### src/core/fsc_pkg.sv
package fsc_pkg;

  // Clock and busy-cycle timing
  localparam int CLOCK_PERIOD_NS   = 8;
  localparam int REG_WRITE_TIME_NS = 40;
  localparam int REG_WRITE_CYCLES  = (REG_WRITE_TIME_NS + CLOCK_PERIOD_NS - 1) / CLOCK_PERIOD_NS;
  localparam int ARRAY_OP_TIME_NS  = 2000;
  localparam int ARRAY_OP_CYCLES   = (ARRAY_OP_TIME_NS + CLOCK_PERIOD_NS - 1) / CLOCK_PERIOD_NS;
  localparam int BUSY_CNT_W        = 12;

  // Status register layout
  localparam int ST_LOCK_BIT  = 7;
  localparam int ST_QUAD_BIT  = 6;
  localparam int ST_PROT_HI   = 5;
  localparam int ST_PROT_LO   = 2;
  localparam int ST_LATCH_BIT = 1;
  localparam int ST_BUSY_BIT  = 0;

  // Configuration register layout
  localparam int CF_DC_HI        = 7;
  localparam int CF_DC_LO        = 6;
  localparam int CF_WIDE_BIT     = 5;
  localparam int CF_PREAMBLE_BIT = 4;
  localparam int CF_LOW_END_BIT  = 3;
  localparam int CF_DRIVE_HI     = 2;
  localparam int CF_DRIVE_LO     = 0;

  // Reset values; drive strength comes up at its strongest code
  localparam logic [7:0] STATUS_RESET = 8'h00;
  localparam logic [7:0] CONFIG_RESET = 8'h07;

  // Dummy clocks per dummy-count code
  localparam logic [3:0] DUMMY_CODE0 = 4'h8;
  localparam logic [3:0] DUMMY_CODE1 = 4'h6;
  localparam logic [3:0] DUMMY_CODE2 = 4'h8;
  localparam logic [3:0] DUMMY_CODE3 = 4'ha;

  typedef enum logic [2:0] {
    FSC_OP_NOP,
    FSC_OP_WRITE_ENABLE,
    FSC_OP_WRITE_DISABLE,
    FSC_OP_WRITE_REGS,
    FSC_OP_ENTER_WIDE,
    FSC_OP_EXIT_WIDE,
    FSC_OP_ARRAY
  } fsc_op_t;

  function automatic logic [3:0] dummy_clocks(input logic [1:0] code);
    case (code)
      2'h0:    dummy_clocks = DUMMY_CODE0;
      2'h1:    dummy_clocks = DUMMY_CODE1;
      2'h2:    dummy_clocks = DUMMY_CODE2;
      default: dummy_clocks = DUMMY_CODE3;
    endcase
  endfunction

endpackage

### src/core/fsc_busy_timer.sv
`timescale 1ns/10ps
module fsc_busy_timer #(
  parameter int CNT_W = 12
) (
  input  wire logic             clk,
  input  wire logic             rst_n,
  input  wire logic             start,
  input  wire logic [CNT_W-1:0] load,
  output logic                  done
);

  typedef struct packed {
    logic [CNT_W-1:0] cnt;
    logic             done;
  } fsc_timer_t;

  fsc_timer_t q;
  fsc_timer_t d;

  initial begin
    if (CNT_W < 2) $error("CNT_W too small");
  end

  always_comb begin
    d      = q;
    d.done = 1'b0;
    if (start) begin
      d.cnt = load;
    end else if (q.cnt != '0) begin
      d.cnt = q.cnt - 1'b1;
      // Pulse as the last cycle elapses
      d.done = (q.cnt == CNT_W'(1));
    end
  end

  always_ff @(posedge clk or negedge rst_n) begin
    if (!rst_n) begin
      q <= '0;
    end else begin
      q <= d;
    end
  end

  assign done = q.done;

endmodule

### src/core/fsc_regs.sv
`timescale 1ns/10ps
// Operation
// Status byte: lock, quad, protect level, latch, busy
// Lock set blocks status register writes
// Drive select, bits 2-0, only via write-regs
// Low-end protect bit 3 resets to top
// Low-end protect is one-time settable only
// Preamble enable bit 4, volatile, default off
// Host changes preamble only via write-regs
// Enter-wide command sets wide address flag
// Wide flag resets zero; exit command clears
// Config bit 5 reports the wide flag
// Config bits 7-6 select dummy count
// Written config field replaces default behaviour
// Dummy codes give 8, 6, 8, 10 clocks
// Quad disabled ignores quad commands, pins normal
// Busy reads one during program, erase, write
// Write-enable sets latch; needed; cleared at completion
// Drive select resets all ones, strongest
// Busy and latch unaffected by written data
module fsc_regs #(
  parameter int REG_WRITE_CYCLES = fsc_pkg::REG_WRITE_CYCLES,
  parameter int ARRAY_OP_CYCLES  = fsc_pkg::ARRAY_OP_CYCLES
) (
  input  wire logic            CLOCK,
  input  wire logic            RST_N,
  input  wire logic            CMD_VALID,
  input  wire fsc_pkg::fsc_op_t CMD_OP,
  input  wire logic            CMD_QUAD,
  input  wire logic [7:0]      CMD_STATUS,
  input  wire logic            CMD_CONFIG_VALID,
  input  wire logic [7:0]      CMD_CONFIG,
  output logic                 CMD_ACCEPT,
  output logic                 CMD_IGNORED,
  output logic                 ARRAY_START,
  output logic [7:0]           STATUS,
  output logic [7:0]           CONFIG,
  output logic [3:0]           DUMMY_CLOCKS
);

  localparam int CW = fsc_pkg::BUSY_CNT_W;
  localparam int BUSY_WAIT_MAX = 300;

  typedef enum logic [1:0] {
    FSC_IDLE,
    FSC_BUSY_REGS,
    FSC_BUSY_ARRAY
  } fsc_state_t;

  typedef struct packed {
    fsc_state_t st;
    logic [7:0] status;
    logic [7:0] config_r;
    logic [3:0] dummy;
    logic       accept;
    logic       ignored;
    logic       array_start;
  } fsc_regs_t;

  fsc_regs_t      q;
  fsc_regs_t      d;
  logic           timer_start;
  logic [CW-1:0]  timer_load;
  logic           timer_done;

  initial begin
    if (REG_WRITE_CYCLES < 1 || REG_WRITE_CYCLES >= (1 << CW))
      $error("REG_WRITE_CYCLES out of range");
    if (ARRAY_OP_CYCLES < 1 || ARRAY_OP_CYCLES >= (1 << CW))
      $error("ARRAY_OP_CYCLES out of range");
    if (REG_WRITE_CYCLES > BUSY_WAIT_MAX - 2)
      $error("REG_WRITE_CYCLES too long for checks");
  end

  fsc_busy_timer #(
    .CNT_W (CW)
  ) u_timer (
    .clk   (CLOCK),
    .rst_n (RST_N),
    .start (timer_start),
    .load  (timer_load),
    .done  (timer_done)
  );

  always_comb begin
    d             = q;
    d.accept      = 1'b0;
    d.ignored     = 1'b0;
    d.array_start = 1'b0;
    timer_start   = 1'b0;
    timer_load    = '0;
    // Completion ends busy and drops the latch
    if (timer_done) begin
      d.st = FSC_IDLE;
      d.status[fsc_pkg::ST_BUSY_BIT]  = 1'b0;
      d.status[fsc_pkg::ST_LATCH_BIT] = 1'b0;
    end
    if (CMD_VALID && CMD_OP != fsc_pkg::FSC_OP_NOP) begin
      // Nothing is taken while a cycle runs
      if (q.status[fsc_pkg::ST_BUSY_BIT]) begin
        d.ignored = 1'b1;
      end else if (CMD_QUAD && !q.status[fsc_pkg::ST_QUAD_BIT]) begin
        d.ignored = 1'b1;
      end else begin
        d.accept = 1'b1;
        case (CMD_OP)
          fsc_pkg::FSC_OP_WRITE_ENABLE: begin
            d.status[fsc_pkg::ST_LATCH_BIT] = 1'b1;
          end
          fsc_pkg::FSC_OP_WRITE_DISABLE: begin
            d.status[fsc_pkg::ST_LATCH_BIT] = 1'b0;
          end
          fsc_pkg::FSC_OP_ENTER_WIDE: begin
            d.config_r[fsc_pkg::CF_WIDE_BIT] = 1'b1;
          end
          fsc_pkg::FSC_OP_EXIT_WIDE: begin
            d.config_r[fsc_pkg::CF_WIDE_BIT] = 1'b0;
          end
          fsc_pkg::FSC_OP_WRITE_REGS: begin
            if (!q.status[fsc_pkg::ST_LATCH_BIT]) begin
              d.accept  = 1'b0;
              d.ignored = 1'b1;
            end else begin
              // Latch and busy bits never come from the data byte
              if (!q.status[fsc_pkg::ST_LOCK_BIT]) begin
                d.status[fsc_pkg::ST_LOCK_BIT:fsc_pkg::ST_PROT_LO] =
                  CMD_STATUS[fsc_pkg::ST_LOCK_BIT:fsc_pkg::ST_PROT_LO];
              end
              if (CMD_CONFIG_VALID) begin
                d.config_r[fsc_pkg::CF_DC_HI:fsc_pkg::CF_DC_LO] =
                  CMD_CONFIG[fsc_pkg::CF_DC_HI:fsc_pkg::CF_DC_LO];
                d.config_r[fsc_pkg::CF_PREAMBLE_BIT] =
                  CMD_CONFIG[fsc_pkg::CF_PREAMBLE_BIT];
                d.config_r[fsc_pkg::CF_DRIVE_HI:fsc_pkg::CF_DRIVE_LO] =
                  CMD_CONFIG[fsc_pkg::CF_DRIVE_HI:fsc_pkg::CF_DRIVE_LO];
                // One-time bit: can be set, never cleared
                d.config_r[fsc_pkg::CF_LOW_END_BIT] =
                  q.config_r[fsc_pkg::CF_LOW_END_BIT] |
                  CMD_CONFIG[fsc_pkg::CF_LOW_END_BIT];
              end
              d.status[fsc_pkg::ST_BUSY_BIT] = 1'b1;
              d.st        = FSC_BUSY_REGS;
              timer_start = 1'b1;
              timer_load  = CW'(REG_WRITE_CYCLES);
            end
          end
          fsc_pkg::FSC_OP_ARRAY: begin
            if (!q.status[fsc_pkg::ST_LATCH_BIT]) begin
              d.accept  = 1'b0;
              d.ignored = 1'b1;
            end else begin
              d.status[fsc_pkg::ST_BUSY_BIT] = 1'b1;
              d.st          = FSC_BUSY_ARRAY;
              d.array_start = 1'b1;
              timer_start   = 1'b1;
              timer_load    = CW'(ARRAY_OP_CYCLES);
            end
          end
          default: begin
            d.accept  = 1'b0;
            d.ignored = 1'b1;
          end
        endcase
      end
    end
    // Registered so the read path sees the setting in force
    d.dummy = fsc_pkg::dummy_clocks(d.config_r[fsc_pkg::CF_DC_HI:fsc_pkg::CF_DC_LO]);
  end

  always_ff @(posedge CLOCK or negedge RST_N) begin
    if (!RST_N) begin
      q.st          <= FSC_IDLE;
      q.status      <= fsc_pkg::STATUS_RESET;
      q.config_r    <= fsc_pkg::CONFIG_RESET;
      q.dummy       <= fsc_pkg::DUMMY_CODE0;
      q.accept      <= 1'b0;
      q.ignored     <= 1'b0;
      q.array_start <= 1'b0;
    end else begin
      q <= d;
    end
  end

  assign CMD_ACCEPT   = q.accept;
  assign CMD_IGNORED  = q.ignored;
  assign ARRAY_START  = q.array_start;
  assign STATUS       = q.status;
  assign CONFIG       = q.config_r;
  assign DUMMY_CLOCKS = q.dummy;
endmodule

### config.mk
export PLATFORM = sky130hd
export DESIGN_NAME = fsc_regs
export DESIGN_NICKNAME = d
export VERILOG_FILES = /design/src/core/fsc_pkg.sv /design/src/core/fsc_busy_timer.sv /design/src/core/fsc_regs.sv
export SDC_FILE = /design/constraint.sdc
export NUM_CORES = 1
export LEC_CHECK = 0
export ABC_CLOCK_PERIOD_IN_PS = 2100
export BUFFER_PORTS_ARGS = -buffer_cell sky130_fd_sc_hd__clkbuf_2
export CORE_MARGIN = 5
export CORE_UTILIZATION = 36
export CTS_CLUSTER_SIZE = 8
export DETAILED_ROUTE_END_ITERATION = 10
export PLACE_DENSITY = 0.68
export SETUP_SLACK_MARGIN = 0.5
export SYNTH_ARGS = -nofsm -noshare
export SYNTH_HDL_FRONTEND = slang
export SYNTH_SLANG_ARGS = --single-unit
### constraint.sdc
create_clock -name CLOCK -period 2.1 [get_ports CLOCK]
set_clock_uncertainty 0.05 [all_clocks]
set_input_delay 0.525 -clock CLOCK [delete_from_list [all_inputs] [get_ports CLOCK]]
set_output_delay 0.525 -clock CLOCK [all_outputs]
set_load 0.02 [all_outputs]
### Word-level counts from Yosys, hierarchy flattened

Cells that the tools add are included.

| operators by class | value |
|---|---|
| $add $sub $neg | 1 |
| eq/ne operators | 9 |
| multiplexer cells | 45 |
| bitwise gates (word level) | 4 |
| reductions and logical operators | 15 |

Operator list:

| cell | count |
|---|---|
| $mux W18 | 3 |
| $mux W8 | 5 |
| $pmux W8 S2 | 1 |
| $mux W5 | 3 |
| $mux W1 | 14 |
| $mux W13 | 1 |
| $eq A12 B1 Y1 const B | 1 |
| $mux W12 | 1 |
| $mux W2 | 6 |
| $mux W6 | 2 |
| $reduce_and A6 Y1 | 2 |
| $reduce_bool A12 Y1 | 1 |
| $sub A12 B1 Y12 const B | 1 |
| $eq A3 B3 Y1 const B | 3 |
| $mux W3 | 3 |
| $pmux W2 S2 | 2 |
| $pmux W4 S2 | 1 |
| $eq A3 B2 Y1 const B | 2 |
| $pmux W1 S2 | 3 |
| $reduce_and A5 Y1 | 1 |
| $reduce_and A4 Y1 | 1 |
| $reduce_bool A2 Y1 | 2 |
| $reduce_or A2 Y1 | 2 |
| $reduce_or A4 Y1 | 1 |
| 9 further kinds | 12 |

| storage, ports and cells | value |
|---|---|
| bits in registers | 38 |
| input port bits | 24 |
| output and inout bits | 23 |
| logic and storage cells | 87 |

### Longest topological paths before layout

| logic depth | value |
|---|---|
| depth in word-level cells | 10 |
| mapped depth | 7 |
| mapped depth without buffers | 6 |

### Modules after synthesis

Synthesis repeated with hierarchy kept, for this count alone.

| unflattened totals | value |
|---|---|
| cells, all modules | 153 |
| area, all modules | 1767.9 um^2 |

By module, submodules not included:

| module | instances | cells each | area an instance (um^2) | sequential area each (um^2) |
|---|---|---|---|---|
| fsc_regs | 1 | 74 | 963.4 | 555.5 |
| fsc_busy_timer | 1 | 79 | 804.5 | 325.3 |

### Least setup slack after synthesis

OpenSTA, ideal clock, no wires.

| path | value |
|---|---|
| path type | in2reg |
| start point | input CMD_QUAD |
| end point | register q, in the netlist STATUS[2] |
| setup time | 0.125 ns |
| arrival | 2.050 ns |
| data required time | 1.925 ns |
| slack | -0.125 ns |
| stages on the path | 6 |
| buffers on the path | 2 |
| cell sequence | nor2b_1 > buf_2 > or4_1 > buf_2 > nor3_4 > mux2_2 |

| between the ends | value |
|---|---|
| longest elaborated chain between the ends | 3 |

RTL lines:

| element | line | RTL |
|---|---|---|
| start, declared | fsc_regs.sv:29 | `input wire logic CMD_QUAD,` |
| $logic_and A1 B1 Y1 | fsc_regs.sv:102 | `end else if (CMD_QUAD && !q.status[fsc_pkg::ST_QUAD_BIT]) begin` |
| $not A1 Y1 (no source line) | n/a |  |
| $reduce_and A6 Y1 (no source line) | n/a |  |
| end, declared | fsc_regs.sv:60 | `fsc_regs_t q;` |

Every way passes these cells.
A chain may end at the register's enable or synchronous reset.

### Worst setup path after layout

| path | value |
|---|---|
| start point | register q, in the netlist STATUS[0] |
| end point | register q, in the netlist STATUS[6] |

| between the ends | value |
|---|---|
| longest elaborated chain between the ends | 2 |

RTL lines:

| element |
|---|
| $not A1 Y1 (no source line) |
| $reduce_and A6 Y1 (no source line) |

Every way passes these cells.

==> results by group <==
Clock network
  – TritonCTS clock tree: done
  – Clk Latency, worst-skew pair: 0.29 ns
  – CTS Buf Count: 5
  – Clock Sinks: 35
  – Clock-pin slew on the worst setup and hold paths: 0.08 ns
  – Root buffer cell: clkbuf_8
  – Clk buf depth: 2
  – H-tree depth: 2

Timing
  – Slew Viols, Final: 0
  – Fin crit share: 0.879
  – Final hold violations: 0
  – Final Critical Period: 1.85 ns
  – Final setup violation count: 0
  – WHS: between 0.2 and 0.25 ns
  – Max Clk Rate: approximately 0.54 GHz
  – RSZ-0062 raised after global routing: yes

Drt
  – DRT iter0 DRCs: 51
  – Residual DRC count: 0
  – DR WL/cell: 14.8 µm
  – Final WL: between 4 and 5 mm
  – Drt via density: 5.07
  – Via count: 1450
  – Initial DRT Pass Iterations: 4
  – Post-route antenna net violation count: 0

Power and ir drop
  – PD cells: between 1000 and 1500 nW/µm²
  – Leak: ~0.0012 µW
  – Switching share of power: 0.402
  – Clock power share: 0.154
  – Max VDD drop: approximately 0.7 mV
  – Combinational fraction of design power: 0.484
  – Internal: about 2000 µW
  – Sw Pwr: 1340 µW
  – Part of the power in registers: 0.363

Setup path
  – Reg-to-reg endpoint: STATUS[6]
  – CP endpoint kind: flip-flop
  – Worst path arrival time: 1.98 ns
  – Crit-path max FO: 5
  – Flop2flop setup slack: 0.25 ns
  – Crit-path cells: nand2b_4, or4_4, nor3_4, buf_12, mux2_4
  – Worst Reg2Reg Path Length in Cells: 5
  – CP required: 2.24 ns
  – Largest stage delay, worst path: 0.55 ns
  – Worst Setup Path Type: reg2reg
  – CP startpoint kind: flip-flop
  – R2r startpoint: STATUS[0]
  – CP max stage cell: or4_4

Final layout
  – Layout cells sized above 1: 0.591
  – Most common cell after layout, fill and taps aside: clkbuf_2
  – Final Util: 0.549
  – Fin nets: approximately 260
  – Area growth, synth to finish: 49.3%
  – Number of fill cells: 387
  – Most frequent cells in the layout: clkbuf_2 (42), dfrtp_1 (30), buf_4 (30)
  – Finished Layout Cells: between 200 and 300
  – Diode count: 0

Synthesis
  – Post-synth top area cell: dfrtp_1
  – Post-synthesis sequential area ratio: 0.514
  – Area contributors post-synth: dfrtp_1 (45%), mux2_2 (9.2%), dfstp_2 (6.1%)
  – Yosys Warn Count: 0
  – Cells after Synth: 149
  – Flops & latches, synth: 35
  – Average cell area after synthesis: about 12 µm²
  – Mapped Area: 1710 µm²
  – Share of the synthesized area in the top cell type: 0.453
  – Yosys cell types: 47
  – Syn Nets: 176

Run status
  – Outcome: completed

Floorplanning
  – Starting density of the core: 0.368
  – Die Wd: around 79 µm
  – Top Ports: 47
  – Cell Rows: 25
  – Die height: 79.0 µm
  – Core ar.: 4660 µm²
  – Die area: around 6200 µm²

Global routing
  – Vias in the first global route: around 1500
  – Total GRT Usage: 0.146
  – GRT overflow: 0
  – First-pass GRT wire length: 7.10 mm
  – Antenna violations before repair: 0
  – Largest net degree at the start of global routing: 36

Run
  – Max_cap viols: 0

Placement
  – Post-DP HPWL: ~2.8 mm
  – Placed cell count: ~260
  – Placer Congestion: 0.799
  – Port Buffers: 42

Worst hold path
  – Hold WC Path Type: in2async
-- worst max path at each step --
| stage | slack (ns) | depth (start not counted) | startpoint | end |
|---|---|---|---|---|
| 2_1_floorplan | -0.06 | 6 | CMD_QUAD | STATUS[2] |
| 3_3_place_gp | -0.02 | 6 | CMD_QUAD | CONFIG[3] |
| 3_5_place_dp | -0.04 | 6 | CMD_QUAD | CONFIG[3] |
| 4_1_cts | 0.25 | 5 | STATUS[0] | STATUS[4] |
| 5_1_grt | 0.21 | 5 | STATUS[0] | STATUS[4] |
| 6_report | 0.25 | 5 | STATUS[0] | STATUS[6] |
-- cell families (layout without fill, tap and decap cells) --
group,after synthesis,after routing,synth area share
AO/OA/AOI/OAI,25,25,0.116
XOR/XNOR,6,6,0.0307
adder cells (fa/ha/maj),4,4,0.0277
buffers and inverters,14,96,0.0350
flip-flops,35,35,0.514
multiplexers,16,16,0.104
other,1,1,0.00219
AND/OR/NAND/NOR,48,49,0.171
-- cells in the mapped netlist (all sizes together) --
cell type	n
inv	9
a31o	3
nand3	3
nor2	11
or4	3
conb	1
nand2b	3
buf	3
o21ai	5
a2111oi	2
clkbuf	2
xnor2	3
nand2	8
xor2	3
o31ai	1
mux2i	2
o21a	1
nor4	3
and3	1
maj3	1
or2	1
o41ai	1
a311oi	2
or3	4
nor3b	1
a211oi	2
nor3	5
nand4	1
dfstp	4
dfrtp	31
nand3b	1
or4b	1
mux2	14
a21oi	6
nand4b	1
ha	3
nor2b	1
a21o	1
a2111o	1
-- power by group through the flow --
| stage | registers [µW] | logic, µW | clock network (µW) |
|---|---|---|---|
| 2_1_floorplan | 1390 | 723 | 0 |
| 3_3_place_gp | 1220 | 1260 | 0 |
| 3_5_place_dp | 1230 | 1290 | 0 |
| 4_1_cts | 1200 | 1530 | 524 |
| 5_1_grt | 1250 | 1760 | 556 |
| 6_report | 1210 | 1620 | 513 |
-- through the flow --
step	TNS [ns]	setup WS (ns)	instance area, µm²	power (µW)
final	0	0.254	2560	3340
after floorplan	-0.305	-0.0610	1800	2110
after global placement	-0.0183	-0.0183	2170	2470
after CTS	0	0.253	2490	3250
after detailed placement	-0.0859	-0.0366	2170	2520
after global routing	0	0.206	2560	3560
-- worst max-delay path, delay by kind of cell, from the launching register on --
| family | cells | cell delay [ns] |
|---|---|---|
| buf+inv | 1 | 0.14 |
| mux | 1 | 0.29 |
| simple gates | 3 | 0.87 |
| flops | 1 | 0.39 |
-- final cells by class --
type / count / area (µm²) / share of cell area
Inverter: 9 / 36.3 / 0.0142
Multi-Input combinational cell: 101 / 955 / 0.373
Tap cell: 54 / 67.6 / 0.0264
Sequential cell: 35 / 882 / 0.345
Clock buffer: 5 / 68.8 / 0.0269
Timing Repair Buffer: 79 / 527 / 0.206
Clock inverter: 3 / 23.8 / 0.00929
-- routing by layer --
| metal | vias to the layer above | part of all wire | global-route usage |
|---|---|---|---|
| met2 | 28 | 0.52 | 0.242 |
| met4 | 0 | 0.016 | 0.0619 |
| met1 | 711 | 0.42 | 0.177 |
| met5 | - | 0 | 0 |
| li1 | 706 | - | - |
| met3 | 5 | 0.048 | 0.0420 |
-- registers in the layout, summed over array words and instances (netlist names) --
name,cells
DUMMY_CLOCKS,3
u_timer.q,12
CMD_ACCEPT,1
CONFIG,8
CMD_IGNORED,1
STATUS,8
u_timer.done,1
ARRAY_START,1
-- what timing repair did --
action	CTS	global route
resized for setup	17	10
cloned	1	0
pin swaps	6	4
setup buffers	18	3
hold buffers	0	0
setup endpoints to repair	27	30
(Power assumes the default switching activity.)
